--- config.mk ---
export PLATFORM = sky130hd
export DESIGN_NAME = remote_switch_bank_control
export DESIGN_NICKNAME = d
export VERILOG_FILES = /design/src/design/switch_bank_pkg.sv /design/src/design/remote_switch_bank_control.sv
export SDC_FILE = /design/constraint.sdc
export NUM_CORES = 1
export LEC_CHECK = 0
export BUFFER_PORTS_ARGS = -buffer_cell sky130_fd_sc_hd__clkbuf_2
export CAP_MARGIN = 10
export CORE_MARGIN = 3
export CORE_UTILIZATION = 40
export CTS_CLUSTER_DIAMETER = 50
export CTS_CLUSTER_SIZE = 16
export DETAILED_ROUTE_END_ITERATION = 12
export PLACE_DENSITY_LB_ADDON = 0.25
export SETUP_SLACK_MARGIN = 0.15
export SLEW_MARGIN = 5
export SYNTH_ARGS = -nofsm -noshare
export SYNTH_HDL_FRONTEND = slang
export SYNTH_SLANG_ARGS = --single-unit
--- constraint.sdc ---
create_clock -name aclk -period 2.49 [get_ports aclk]
set_input_delay 0.249 -clock aclk [delete_from_list [all_inputs] [get_ports aclk]]
set_output_delay 0.249 -clock aclk [all_outputs]
set_load 0.005 [all_outputs]
--- src/design/switch_bank_pkg.sv ---
// Package with register map, field positions, reset values and timing constants of the switch bank controller.
package switch_bank_pkg;
    // ----------------------------------------------------------------
    // Register map
    // ----------------------------------------------------------------
    localparam logic [7:0] ctrl_off = 8'h00;
    localparam logic [7:0] status_off = 8'h04;
    localparam logic [7:0] midi_off = 8'h08;
    localparam logic [7:0] bank_off = 8'h0c;
    // ----------------------------------------------------------------
    // Field positions
    // ----------------------------------------------------------------
    localparam int ctrl_loop_on_bit = 0;
    localparam int ctrl_attach_amp_bit = 1;
    localparam int status_mute_bit = 8;
    localparam int status_bank_mode_bit = 9;
    localparam int status_prog_bit = 10;
    localparam int status_prog_bank_pos = 12;
    localparam logic [31:0] ctrl_reset = 32'h0000_0000;
    // ----------------------------------------------------------------
    // Timing
    // ----------------------------------------------------------------
    localparam int clk_hz = 10_000_000;
    localparam int debounce_ms = 10;
    localparam int debounce_cycles = clk_hz / 1000 * debounce_ms;
    localparam int short_hold_s = 3;
    localparam int long_hold_s = 8;
    localparam int short_hold_cycles = clk_hz * short_hold_s;
    localparam int long_hold_cycles = clk_hz * long_hold_s;
    localparam int blink_ms = 250;
    localparam int blink_cycles = clk_hz / 1000 * blink_ms;
    localparam int num_banks = 4;
    // ----------------------------------------------------------------
    // MIDI constants
    // ----------------------------------------------------------------
    localparam logic [3:0] midi_cc_status = 4'hb;
    localparam logic [3:0] midi_pc_status = 4'hc;
    localparam logic [6:0] cc_first_guitar = 7'h58;
    localparam logic [6:0] cc_first_amp = 7'h5c;
    localparam logic [6:0] cc_mute = 7'h60;
    localparam logic [6:0] cc_loop = 7'h61;
    localparam logic [6:0] cc_on_threshold = 7'h40;
    typedef enum logic [1:0] {run_st, prog_st, bank_st} mode_e;
endpackage : switch_bank_pkg

--- src/design/remote_switch_bank_control.sv ---
// Remote switch bank controller: loop routing, remote footswitch, banks, MIDI filter and AXI4-Lite registers.
//
// The placing of the registers and the AXI4-Lite slave port were chosen for this implementation.
`timescale 1ns/1ns
module remote_switch_bank_control #(
    parameter int debounce_len = switch_bank_pkg::debounce_cycles,
    parameter int short_len = switch_bank_pkg::short_hold_cycles,
    parameter int long_len = switch_bank_pkg::long_hold_cycles,
    parameter int blink_len = switch_bank_pkg::blink_cycles
) (
    input wire logic aclk,
    input wire logic aresetn,
    input wire logic [7:0] s_axi_awaddr,
    input wire logic s_axi_awvalid,
    output logic s_axi_awready,
    input wire logic [31:0] s_axi_wdata,
    input wire logic [3:0] s_axi_wstrb,
    input wire logic s_axi_wvalid,
    output logic s_axi_wready,
    output logic [1:0] s_axi_bresp,
    output logic s_axi_bvalid,
    input wire logic s_axi_bready,
    input wire logic [7:0] s_axi_araddr,
    input wire logic s_axi_arvalid,
    output logic s_axi_arready,
    output logic [31:0] s_axi_rdata,
    output logic [1:0] s_axi_rresp,
    output logic s_axi_rvalid,
    input wire logic s_axi_rready,
    input wire logic [3:0] front_input_press,
    input wire logic [3:0] front_output_press,
    input wire logic front_mute_press,
    input wire logic [3:0] remote_foot_press,
    input wire logic remote_mute_level,
    input wire logic [7:0] config_switch,
    input wire logic midi_valid,
    input wire logic [7:0] midi_status,
    input wire logic [6:0] midi_data1,
    input wire logic [6:0] midi_data2,
    output logic [3:0] input_enable,
    output logic [3:0] output_enable,
    output logic [3:0] remote_foot_led,
    output logic loop_led,
    output logic front_mute_led,
    output logic remote_mute_led,
    output logic remote_status_led,
    output logic remote_pedal_loop_send,
    output logic [3:0] amp_via_local_effects,
    output logic [3:0] amp_via_remote_pedal_loop,
    output logic midi_accept
);
    import switch_bank_pkg::*;

    // ----------------------------------------------------------------
    // State
    // ----------------------------------------------------------------
    logic [31:0] ctrl_reg, ctrl_next;
    logic [3:0] amp_dry_reg, amp_dry_next;
    logic [3:0] inputs_reg, inputs_next;
    logic [3:0] outputs_reg, outputs_next;
    logic muted_reg, muted_next;
    logic [3:0] saved_out_reg, saved_out_next;
    mode_e mode_reg, mode_next;
    logic [1:0] bank_idx_reg, bank_idx_next;
    logic [3:0] pending_reg, pending_next;
    // Bank memory has no reset on purpose so it survives a reset like retained storage.
    logic [3:0] bank_mem [num_banks];
    logic bank_we;
    logic [31:0] deb_cnt_reg, deb_cnt_next;
    logic mute_stable_reg, mute_stable_next;
    logic [31:0] hold_cnt_reg, hold_cnt_next;
    logic short_fired_reg, short_fired_next;
    logic long_fired_reg, long_fired_next;
    logic [31:0] blink_cnt_reg, blink_cnt_next;
    logic [3:0] blink_phase_reg, blink_phase_next;
    logic awdone_reg, awdone_next, wdone_reg, wdone_next;
    logic [7:0] awaddr_reg, awaddr_next;
    logic [31:0] wdata_reg, wdata_next;
    logic [3:0] wstrb_reg, wstrb_next;
    logic bvalid_reg, bvalid_next;
    logic [1:0] bresp_reg, bresp_next;
    logic rvalid_reg, rvalid_next;
    logic [31:0] rdata_reg, rdata_next;
    logic [1:0] rresp_reg, rresp_next;
    logic short_press, long3_event, long8_event;
    logic amp_attach;
    logic [3:0] midi_chan;
    logic omni, cc_en, pc_en;

    // Merge byte lanes of a write into an old word.
    function automatic logic [31:0] merge(input logic [31:0] old, input logic [31:0] d, input logic [3:0] s);
        logic [31:0] r;
        r = old;
        for (int i = 0; i < 4; i++) begin
            if (s[i]) begin
                r[i*8 +: 8] = d[i*8 +: 8];
            end
        end
        return r;
    endfunction

    // ----------------------------------------------------------------
    // Mute footswitch debounce and hold timing
    // ----------------------------------------------------------------
    // Short press is reported on release only, so a long hold never also yields a short action.
    always_comb begin
        deb_cnt_next = deb_cnt_reg;
        mute_stable_next = mute_stable_reg;
        hold_cnt_next = hold_cnt_reg;
        short_fired_next = short_fired_reg;
        long_fired_next = long_fired_reg;
        short_press = 1'b0;
        long3_event = 1'b0;
        long8_event = 1'b0;
        if (remote_mute_level == mute_stable_reg) begin
            deb_cnt_next = '0;
        end else if (deb_cnt_reg >= 32'(debounce_len - 1)) begin
            deb_cnt_next = '0;
            mute_stable_next = remote_mute_level;
        end else begin
            deb_cnt_next = deb_cnt_reg + 32'd1;
        end
        if (mute_stable_reg) begin
            if (hold_cnt_reg != 32'hffff_ffff) begin
                hold_cnt_next = hold_cnt_reg + 32'd1;
            end
            // In run mode the 3 s event waits for release or the 8 s mark to decide; in other modes it fires at the 3 s mark.
            if (hold_cnt_reg == 32'(short_len - 1) && mode_reg != run_st) begin
                long3_event = 1'b1;
                short_fired_next = 1'b1;
            end
            if (hold_cnt_reg == 32'(long_len - 1) && mode_reg == run_st) begin
                long8_event = 1'b1;
                long_fired_next = 1'b1;
            end
        end else begin
            hold_cnt_next = '0;
            short_fired_next = 1'b0;
            long_fired_next = 1'b0;
            if (hold_cnt_reg != 32'd0 && !short_fired_reg && !long_fired_reg) begin
                if (hold_cnt_reg < 32'(short_len)) begin
                    short_press = 1'b1;
                end else if (mode_reg == run_st) begin
                    long3_event = 1'b1;
                end
            end
        end
    end

    always_ff @(posedge aclk) begin
        if (!aresetn) begin
            deb_cnt_reg <= '0;
            mute_stable_reg <= 1'b0;
            hold_cnt_reg <= '0;
            short_fired_reg <= 1'b0;
            long_fired_reg <= 1'b0;
        end else begin
            deb_cnt_reg <= deb_cnt_next;
            mute_stable_reg <= mute_stable_next;
            hold_cnt_reg <= hold_cnt_next;
            short_fired_reg <= short_fired_next;
            long_fired_reg <= long_fired_next;
        end
    end

    // ----------------------------------------------------------------
    // Switching, mute, banks and MIDI actions
    // ----------------------------------------------------------------
    assign amp_attach = ctrl_reg[ctrl_attach_amp_bit];
    assign midi_chan = {config_switch[0], config_switch[1], config_switch[2], config_switch[3]};
    assign omni = config_switch[4];
    assign cc_en = !(config_switch[5] && !config_switch[6]);
    assign pc_en = !(!config_switch[5] && config_switch[6]);
    assign midi_accept = midi_valid && (omni || midi_status[3:0] == midi_chan) &&
        ((midi_status[7:4] == midi_cc_status && cc_en) || (midi_status[7:4] == midi_pc_status && pc_en));

    // Bit order of config_switch: bit0 is switch 1 (wired so up reads 1, MSB channel bit is switch 1).
    always_comb begin
        logic [3:0] remote_sel;
        logic [3:0] target;
        logic [6:0] cc_idx;
        remote_sel = remote_foot_press;
        inputs_next = inputs_reg ^ front_input_press;
        outputs_next = outputs_reg ^ front_output_press;
        muted_next = muted_reg ^ front_mute_press;
        saved_out_next = saved_out_reg;
        mode_next = mode_reg;
        bank_idx_next = bank_idx_reg;
        pending_next = pending_reg;
        bank_we = 1'b0;
        target = amp_attach ? outputs_next : inputs_next;
        cc_idx = midi_data1 - cc_first_guitar;
        case (mode_reg)
            run_st: begin
                if (amp_attach) begin
                    outputs_next = outputs_next ^ remote_sel;
                    muted_next = muted_next ^ short_press;
                end else begin
                    inputs_next = inputs_next ^ remote_sel;
                    if (short_press) begin
                        if (!muted_reg) begin
                            saved_out_next = outputs_reg;
                            outputs_next = 4'h0;
                            muted_next = 1'b1;
                        end else begin
                            outputs_next = saved_out_reg;
                            muted_next = 1'b0;
                        end
                    end
                end
                if (long8_event) begin
                    mode_next = prog_st;
                    bank_idx_next = 2'd0;
                    pending_next = 4'h0;
                end else if (long3_event) begin
                    mode_next = bank_st;
                end
            end
            prog_st: begin
                pending_next = pending_reg ^ remote_sel;
                if (short_press) begin
                    bank_we = 1'b1;
                    bank_idx_next = bank_idx_reg + 2'd1;
                    pending_next = 4'h0;
                end else if (long3_event) begin
                    mode_next = run_st;
                end
            end
            default: begin
                for (int i = 0; i < num_banks; i++) begin
                    if (remote_sel[i]) begin
                        target = bank_mem[i];
                    end
                end
                if (amp_attach) begin
                    outputs_next = target;
                    muted_next = muted_next ^ short_press;
                end else begin
                    inputs_next = target;
                end
                if (long3_event) begin
                    mode_next = run_st;
                end
            end
        endcase
        // MIDI control changes act last so a message in the same cycle wins over a footswitch.
        if (midi_accept && midi_status[7:4] == midi_cc_status) begin
            if (midi_data1 >= cc_first_guitar && midi_data1 < cc_first_amp) begin
                inputs_next[cc_idx[1:0]] = midi_data2 >= cc_on_threshold;
            end else if (midi_data1 >= cc_first_amp && midi_data1 < cc_mute) begin
                outputs_next[cc_idx[1:0]] = midi_data2 >= cc_on_threshold;
            end else if (midi_data1 == cc_mute) begin
                muted_next = midi_data2 >= cc_on_threshold;
            end
        end
    end

    always_ff @(posedge aclk) begin
        if (!aresetn) begin
            inputs_reg <= 4'h0;
            outputs_reg <= 4'h0;
            muted_reg <= 1'b0;
            saved_out_reg <= 4'h0;
            mode_reg <= run_st;
            bank_idx_reg <= 2'd0;
            pending_reg <= 4'h0;
        end else begin
            inputs_reg <= inputs_next;
            outputs_reg <= outputs_next;
            muted_reg <= muted_next;
            saved_out_reg <= saved_out_next;
            mode_reg <= mode_next;
            bank_idx_reg <= bank_idx_next;
            pending_reg <= pending_next;
        end
    end

    // Bank storage; initial zero contents are the unprogrammed default.
    initial begin
        for (int i = 0; i < num_banks; i++) begin
            bank_mem[i] = 4'h0;
        end
    end

    always_ff @(posedge aclk) begin
        if (bank_we) begin
            bank_mem[bank_idx_reg] <= pending_reg;
        end
    end

    // ----------------------------------------------------------------
    // Programming blink pattern
    // ----------------------------------------------------------------
    // Phases 0..2n-1 blink n times, then four dark phases separate the repeats.
    always_comb begin
        blink_cnt_next = blink_cnt_reg + 32'd1;
        blink_phase_next = blink_phase_reg;
        if (mode_reg != prog_st) begin
            blink_cnt_next = '0;
            blink_phase_next = 4'h0;
        end else if (blink_cnt_reg >= 32'(blink_len - 1)) begin
            blink_cnt_next = '0;
            blink_phase_next = (blink_phase_reg >= {bank_idx_reg, 1'b1} + 4'd4) ? 4'h0 : blink_phase_reg + 4'd1;
        end
    end

    always_ff @(posedge aclk) begin
        if (!aresetn) begin
            blink_cnt_reg <= '0;
            blink_phase_reg <= 4'h0;
        end else begin
            blink_cnt_reg <= blink_cnt_next;
            blink_phase_reg <= blink_phase_next;
        end
    end

    // ----------------------------------------------------------------
    // Outputs and routing
    // ----------------------------------------------------------------
    // Mute gates the outputs so the stored enables survive for the shared mute case.
    assign input_enable = inputs_reg;
    assign output_enable = muted_reg ? 4'h0 : outputs_reg;
    assign remote_foot_led = (mode_reg == prog_st) ? pending_reg : (amp_attach ? outputs_reg : inputs_reg);
    assign loop_led = ctrl_reg[ctrl_loop_on_bit];
    assign front_mute_led = muted_reg;
    assign remote_mute_led = (mode_reg == prog_st) ?
        (!blink_phase_reg[0] && blink_phase_reg < {1'b0, bank_idx_reg, 1'b0} + 4'd2) : muted_reg;
    assign remote_status_led = mode_reg == bank_st;
    assign remote_pedal_loop_send = ctrl_reg[ctrl_loop_on_bit] && inputs_reg != 4'h0;
    // The remote loop feeds both local sides equally, so wet amps see both loops.
    assign amp_via_local_effects = output_enable & ~amp_dry_reg;
    assign amp_via_remote_pedal_loop = ctrl_reg[ctrl_loop_on_bit] ? output_enable : 4'h0;

    // ----------------------------------------------------------------
    // AXI4-Lite slave
    // ----------------------------------------------------------------
    always_comb begin
        logic aw_hs, w_hs;
        aw_hs = s_axi_awvalid && !awdone_reg;
        w_hs = s_axi_wvalid && !wdone_reg;
        awdone_next = awdone_reg || aw_hs;
        wdone_next = wdone_reg || w_hs;
        awaddr_next = aw_hs ? s_axi_awaddr : awaddr_reg;
        wdata_next = w_hs ? s_axi_wdata : wdata_reg;
        wstrb_next = w_hs ? s_axi_wstrb : wstrb_reg;
        bvalid_next = bvalid_reg && !s_axi_bready;
        bresp_next = bresp_reg;
        ctrl_next = ctrl_reg;
        amp_dry_next = amp_dry_reg;
        if (awdone_reg && wdone_reg && !bvalid_reg) begin
            awdone_next = 1'b0;
            wdone_next = 1'b0;
            bvalid_next = 1'b1;
            bresp_next = 2'b00;
            if (awaddr_reg[7:2] == ctrl_off[7:2]) begin
                ctrl_next = merge(ctrl_reg, wdata_reg, wstrb_reg) & 32'h0000_0003;
            end else if (awaddr_reg[7:2] == midi_off[7:2]) begin
                amp_dry_next = wstrb_reg[0] ? wdata_reg[3:0] : amp_dry_reg;
            end else if (awaddr_reg[7:2] != status_off[7:2] && awaddr_reg[7:2] != bank_off[7:2]) begin
                bresp_next = 2'b10;
            end
        end
        rvalid_next = rvalid_reg && !s_axi_rready;
        rdata_next = rdata_reg;
        rresp_next = rresp_reg;
        if (s_axi_arvalid && !rvalid_reg) begin
            rvalid_next = 1'b1;
            rresp_next = 2'b00;
            if (s_axi_araddr[7:2] == ctrl_off[7:2]) begin
                rdata_next = ctrl_reg;
            end else if (s_axi_araddr[7:2] == status_off[7:2]) begin
                rdata_next = {18'h0, bank_idx_reg, 1'b0, mode_reg == prog_st, mode_reg == bank_st, muted_reg,
                              outputs_reg, inputs_reg};
            end else if (s_axi_araddr[7:2] == midi_off[7:2]) begin
                rdata_next = {20'h0, config_switch, amp_dry_reg};
            end else if (s_axi_araddr[7:2] == bank_off[7:2]) begin
                rdata_next = {16'h0, bank_mem[3], bank_mem[2], bank_mem[1], bank_mem[0]};
            end else begin
                rdata_next = 32'h0000_0000;
                rresp_next = 2'b10;
            end
        end
    end

    always_ff @(posedge aclk) begin
        if (!aresetn) begin
            ctrl_reg <= ctrl_reset;
            amp_dry_reg <= 4'h0;
            awdone_reg <= 1'b0;
            wdone_reg <= 1'b0;
            awaddr_reg <= 8'h00;
            wdata_reg <= 32'h0000_0000;
            wstrb_reg <= 4'h0;
            bvalid_reg <= 1'b0;
            bresp_reg <= 2'b00;
            rvalid_reg <= 1'b0;
            rdata_reg <= 32'h0000_0000;
            rresp_reg <= 2'b00;
        end else begin
            ctrl_reg <= ctrl_next;
            amp_dry_reg <= amp_dry_next;
            awdone_reg <= awdone_next;
            wdone_reg <= wdone_next;
            awaddr_reg <= awaddr_next;
            wdata_reg <= wdata_next;
            wstrb_reg <= wstrb_next;
            bvalid_reg <= bvalid_next;
            bresp_reg <= bresp_next;
            rvalid_reg <= rvalid_next;
            rdata_reg <= rdata_next;
            rresp_reg <= rresp_next;
        end
    end

    assign s_axi_awready = !awdone_reg;
    assign s_axi_wready = !wdone_reg;
    assign s_axi_bvalid = bvalid_reg;
    assign s_axi_bresp = bresp_reg;
    assign s_axi_arready = !rvalid_reg;
    assign s_axi_rvalid = rvalid_reg;
    assign s_axi_rdata = rdata_reg;
    assign s_axi_rresp = rresp_reg;
endmodule // remote_switch_bank_control

==> impl_metrics.env, run 1 <==
export IMPL_cts_path_max_buffers=2
export IMPL_tightest_slew_ns=0.721
export IMPL_peakVddDrop_mv=0.381
export IMPL_clkSinkCount=179
export IMPL_nets=1226
export IMPL_grt_pass1_wl_mm=34.2
export IMPL_drtAntennaViolNets=0
export IMPL_powerDensity_nw_per_um2=587
export IMPL_drt_iter0_drc=457
export IMPL_hold_depth=3
export IMPL_clkPwrFrac_pct=42.6
export IMPL_core_sq_um=21300
export IMPL_worstPathRequired_ns=2.84
export IMPL_maxCapViolations=0
export IMPL_syn_to_final_growth_pct=18.4
export IMPL_routed_wl_mm=21.2
export IMPL_synth_warning_count=0
export IMPL_synth_flop_cell="dfxtp_1"
export IMPL_final_cell_mix="158 x dfxtp_1, 114 x nor2_1, 111 x clkbuf_2"
export IMPL_grt_overflow=0
export IMPL_leakage_nw=4.01
export IMPL_finClkSkew_ns=0.0125
export IMPL_hold_class="input pin to flop"
export IMPL_synth_edff_count=16
export IMPL_rsz0062_at_grt="yes"
export IMPL_grt_busiest_layer="met2"
export IMPL_reg2reg_from="hold_cnt_reg[10]"
export IMPL_worstSetupStartpointType="flop"
export IMPL_finalNonFillerCells=1396
export IMPL_regToRegSetupSlack_ns=0.22
export IMPL_finalCoreUtilization_pct=48.8
export IMPL_drive_gt1_share_pct=20.0
export IMPL_worst_r2r_cell_count=7
export IMPL_numCtsBuffers=17
export IMPL_grtUsageTotal_pct=17.5
export IMPL_die_h_um=154
export IMPL_initial_core_util_pct=41.2
export IMPL_met2_usage_pct=29.2
export IMPL_cts_tree="built"
export IMPL_comb_power_share_pct=7.8
export IMPL_clkTransAtPathRegs_ns=0.07
export IMPL_maxSlewViolCount=0
export IMPL_wire_per_inst_um=15.2
export IMPL_critPathMaxFanout=6
export IMPL_internal_power_mw=4.54
export IMPL_dp_hpwl_mm=15.8
export IMPL_yosysSeqAreaShare_pct=42.6
export IMPL_min_period_ns=2.27
export IMPL_antenna_found_initial=2
export IMPL_dp_cells=1362
export IMPL_grt_pass1_vias=6841
export IMPL_p_sw_mw=1.56
export IMPL_htreeDepth=4
export IMPL_grt_util_met3_pct=3.97
export IMPL_worstSetupPathType="flop to flop"
export IMPL_fmax_ghz=0.440
export IMPL_arrival_ns=2.62
export IMPL_gp_congestion=0.821
export IMPL_final_setup_tns_ns=0
export IMPL_clk_latency_ns=0.43
export IMPL_grt_start_max_net_pins=37
export IMPL_max_slew_margin_pct=51.8
export IMPL_io_buffers=111
export IMPL_rows=53
export IMPL_die_w_um=154
export IMPL_synthArstFlopShare_pct=0
export IMPL_seq_power_share_pct=49.6
export IMPL_ys_ff_latch=179
export IMPL_switching_share_pct=25.6
export IMPL_mostFrequentLayoutCell="dfxtp_1"
export IMPL_netlist_instances=966
export IMPL_hold_end="mute_stable_reg"
export IMPL_worstReg2RegEnd="front_mute_led"
export IMPL_outcome="complete, no violations"
export IMPL_drtPass1Iterations=5
export IMPL_yosysUniqueCellTypes=79
export IMPL_die_area_sq_um=23800
export IMPL_num_vias=7205
export IMPL_cts_root_buf="clkbuf_16"
export IMPL_end_kind="flop"
export IMPL_hold_viol_final=0
export IMPL_hold_start="remote_mute_level"
export IMPL_route_detailed_drc=0
export IMPL_fillerInstances=2056
export IMPL_grtUsageMet1_pct=22.8
export IMPL_setup_viol=0
export IMPL_syn_area_sq_um=8780
export IMPL_syn_area_per_cell_sq_um=9.09
export IMPL_cts_hold_buf=0
export IMPL_ios=171
export IMPL_vias_per_cell=5.16
export IMPL_fin_crit_sh_pct=91.2
[cells in the mapped netlist, types with 11 or more instances]
master	instances	area share, %
nand3_1	31	1.8
edfxtp_1	16	5.5
nand2_1	68	2.9
xnor2_1	40	4.0
nand4_1	18	1.3
and4_1	11	1.1
xor2_1	40	4.0
nor4_1	15	1.1
ha_1	15	2.1
a21oi_1	27	1.5
buf_4	19	1.6
mux2i_1	32	3.6
nor2b_1	61	4.3
nor3_1	15	0.86
o21ai_0	32	1.8
and3_1	24	1.7
clkbuf_1	33	1.4
nor2_1	115	4.9
dfxtp_1	163	37
inv_1	22	0.94
[power groups by stage]
stage / clock (mW) / combinational (mW) / sequential, mW
after floorplan: 0 / 0.309 / 3.06
after CTS: 2.67 / 0.475 / 3.02
after global routing: 2.78 / 0.528 / 3.03
after detailed placement: 0 / 0.471 / 3.09
final: 2.60 / 0.477 / 3.02
after global placement: 0 / 0.469 / 3.09
[stage by stage]
stage	setup slack [ns]	total power, mW	hold WS, ns	instance area (sq um)
after floorplan	0.336	3.37	0.387	8940
after global placement	0.196	3.56	0.427	9750
after detailed placement	0.211	3.56	0.431	9750
after CTS	0.176	6.16	0.0604	10300
after global routing	0.0936	6.33	0.0716	10400
final	0.219	6.10	0.0816	10400
[cell type report]
cell class | count | area, sq um | area share [%]
antenna | 1 | 2.50 | 0.0241
tap | 275 | 344 | 3.31
clock buffer | 18 | 439 | 4.23
inverter | 22 | 82.6 | 0.795
multi-input combinational | 748 | 4850 | 46.6
sequential | 179 | 3750 | 36.1
clock inverter | 14 | 138 | 1.32
timing repair buffer | 139 | 791 | 7.61
[worst max-delay path by stage]
stage                     cells after the start               end             start  slack, ns
after floorplan                               7    front_mute_led  hold_cnt_reg[27]       0.34
after global placement                       10  hold_cnt_reg[19]   hold_cnt_reg[0]       0.20
after detailed placement                      9    front_mute_led   hold_cnt_reg[0]       0.21
after CTS                                     8   remote_mute_led   bank_idx_reg[0]       0.18
after global routing                         10  hold_cnt_reg[19]   hold_cnt_reg[0]       0.09
final                                         7    front_mute_led  hold_cnt_reg[10]       0.22
[kinds of logic (layout without fill, tap and decap cells)]
kind of cell / after synthesis / count (layout) / share of synthesized area [%]
and+or+nand+nor: 424 / 424 / 26.2
DFF: 179 / 179 / 42.6
AOI/OAI and AO/OA: 145 / 145 / 11.7
xor gates and xnor gates: 80 / 80 / 7.98
buffers and inverters: 81 / 193 / 4.56
other: 1 / 44 / 0.0427
adders and majority gates: 15 / 15 / 2.14
muxes: 41 / 41 / 4.80
[repair_timing]
action                                  4_1_cts  5_1_grt
gates resized for setup                       4       16
pin swaps                                     0        2
buffers inserted                              0        1
endpoints found under the setup margin        1       76
[metal layers]
layer | wire length, um | vias up
met5 | 15 | -
met4 | 422 | 2
met3 | 1170 | 25
met2 | 9890 | 190
met1 | 9730 | 3340
li1 | - | 3648
[worst max-delay path, stage by stage (launching register included)]
cell and delay (ns):
dfxtp_1 0.36, or4_4 0.57, o21bai_2 0.14, o211ai_2 0.11, or3b_1 0.39, xnor2_1 0.15, mux2_1 0.33, a31oi_1 0.14
Power figures use the tool's default switching activity.
==> run 2: changes to the inputs <==
Settings changed: CORE_UTILIZATION 40 to 50.
Clock period 2.49 ns to 1.95 ns, I/O delays scaled along.
==> impl_metrics.env, run 2 (synthesis results as in run 1) <==
export IMPL_initial_core_util_pct=52.0
export IMPL_hold_class="input pin to flop"
export IMPL_place_area_sq_um=10500
export IMPL_cts_root_buf="clkbuf_16"
export IMPL_finalNonFillerCells=1475
export IMPL_worstPathRequired_ns=2.31
export IMPL_min_period_ns=2.26
export IMPL_dp_cells=1386
export IMPL_drtAntennaViolNets=0
export IMPL_grt_pass1_wl_mm=38.4
export IMPL_seq_power_share_pct=47.6
export IMPL_num_vias=8120
export IMPL_fin_area_sq_um=12500
export IMPL_mostFrequentLayoutCell="dfxtp_1"
export IMPL_setup_viol=57
export IMPL_die_h_um=139
export IMPL_antennaDiodeCount=0
export IMPL_maxSlewViolCount=0
export IMPL_tightest_slew_ns=0.688
export IMPL_multi_input_area_sq_um=5660
export IMPL_clkTransAtPathRegs_ns=0.07
export IMPL_vias_per_cell=5.51
export IMPL_rsz0062_at_grt="yes"
export IMPL_nets=1361
export IMPL_worstSetupStartpointType="flop"
export IMPL_clkSinkCount=179
export IMPL_max_slew_margin_pct=54.1
export IMPL_worstSetupPathType="flop to flop"
export IMPL_fillerInstances=1159
export IMPL_p_total_mw=8.06
export IMPL_end_kind="flop"
export IMPL_drt_iter0_drc=538
export IMPL_arrival_ns=2.62
export IMPL_grt_start_max_net_pins=67
export IMPL_grt_overflow=0
export IMPL_clkPwrFrac_pct=43.6
export IMPL_fin_crit_sh_pct=116
export IMPL_die_w_um=139
export IMPL_p_sw_mw=1.96
export IMPL_outcome="finished with violations"
export IMPL_drtPass1Iterations=5
export IMPL_fmax_ghz=0.443
export IMPL_powerDensity_nw_per_um2=647
export IMPL_ios=171
export IMPL_critPathMaxFanout=3
export IMPL_peakVddDrop_mv=0.686
export IMPL_route_detailed_drc=0
export IMPL_rows=47
export IMPL_violations="setup timing"
export IMPL_internal_power_mw=6.10
export IMPL_final_cell_mix="136 x dfxtp_1, 120 x buf_4, 108 x clkbuf_2"
export IMPL_hold_viol_final=0
export IMPL_cts_tree="built"
export IMPL_routed_wl_mm=24.4
export IMPL_gp_congestion=0.875
export IMPL_numCtsBuffers=17
export IMPL_leakage_nw=4.94
export IMPL_htreeDepth=4
export IMPL_drive_gt1_share_pct=39.0
export IMPL_grtUsageTotal_pct=24.1
export IMPL_wire_per_inst_um=16.5
export IMPL_register_area_sq_um=3790
export IMPL_grt_pass1_vias=7722
export IMPL_cts_path_max_buffers=2
export IMPL_finalCoreUtilization_pct=73.9
export IMPL_maxCapViolations=0
export IMPL_regToRegSetupSlack_ns=-0.31
export IMPL_core_sq_um=16900
export IMPL_comb_power_share_pct=8.8
export IMPL_finClkSkew_ns=0.00920
export IMPL_antenna_found_initial=0
export IMPL_clk_latency_ns=0.44
export IMPL_die_area_sq_um=19200
export IMPL_syn_to_final_growth_pct=42.0
export IMPL_switching_share_pct=24.3
export IMPL_io_buffers=111
export IMPL_worst_slack_ns=-0.306
export IMPL_dp_hpwl_mm=16.0
run 2: cell count changes in the layout (fill, tap and decap cells not counted), moves of 8 or more:
| cell | previous run | this run |
|---|---|---|
| nand3_2 | 1 | 9 |
| nor2_1 | 114 | 75 |
| nand3_1 | 31 | 22 |
| buf_4 | 26 | 120 |
| dfxtp_2 | 5 | 22 |
| dfxtp_1 | 158 | 136 |
| buf_6 | 0 | 26 |
| nor2_4 | 2 | 35 |
run 2: metal layers:
layer	part of all wire (%)	wire, um	global-route usage, %
met4	2.6	640	8.53
met2	51	12300	41.5
met1	42	10100	29.9
met5	0	0	0
met3	5.2	1280	5.08
run 2: power groups by stage:
stage	Clock, mW	Combinational (mW)	Sequential, mW
floorplan	0	0.397	3.91
global placement	0	0.642	3.92
detailed placement	0	0.647	3.92
CTS	3.57	0.675	3.84
global route	3.72	0.774	3.85
finish	3.51	0.710	3.84
run 2: repair_timing:
action	in CTS	in global routing
cloned	4	0
endpoints found under the hold margin	4	0
gates resized for setup	122	109
hold buffers	4	0
pin swaps	73	39
endpoints found under the setup margin	123	134
setup buffers	33	16
run 2: through the flow:
step / worst slack [ns] / setup TNS [ns] / hold slack [ns]
2_1_floorplan: -0.204 / -1.78 / 0.333
3_5_place_dp: -0.293 / -6.38 / 0.433
3_3_place_gp: -0.235 / -5.03 / 0.424
4_1_cts: -0.291 / -5.27 / 0.00770
5_1_grt: -0.405 / -12.39 / 0.0183
6_report: -0.306 / -6.70 / 0.0199
run 2: final cells by class:
cell class | count | share of cell area, %
Multi-Input combinational cell | 748 | 45.4
Sequential cell | 179 | 30.4
Timing Repair Buffer | 274 | 16.5
Clock buffer | 20 | 3.66
Tap cell | 220 | 2.21
Clock inverter | 12 | 1.16
Inverter | 22 | 0.683
run 2: worst max-delay path, stage by stage (launching register included):
cell and delay, ns:
dfxtp_1 0.31, or4_4 0.57, nor3_4 0.13, o211ai_2 0.11, or3b_1 0.38, xnor2_1 0.16, mux2_1 0.34, a31oi_1 0.17
run 2: path summary, 6_finish.rpt:
| path | from | to | cells after the start |
|---|---|---|---|
| setup / recovery | hold_cnt_reg[27] | front_mute_led | 7 |
| hold / removal | s_axi_awaddr[5] | awaddr_reg[5] | 3 |
| setup reg to reg | hold_cnt_reg[27] | front_mute_led | 7 |
| hold reg to reg | s_axi_rdata[15] | s_axi_rdata[15] | 2 |
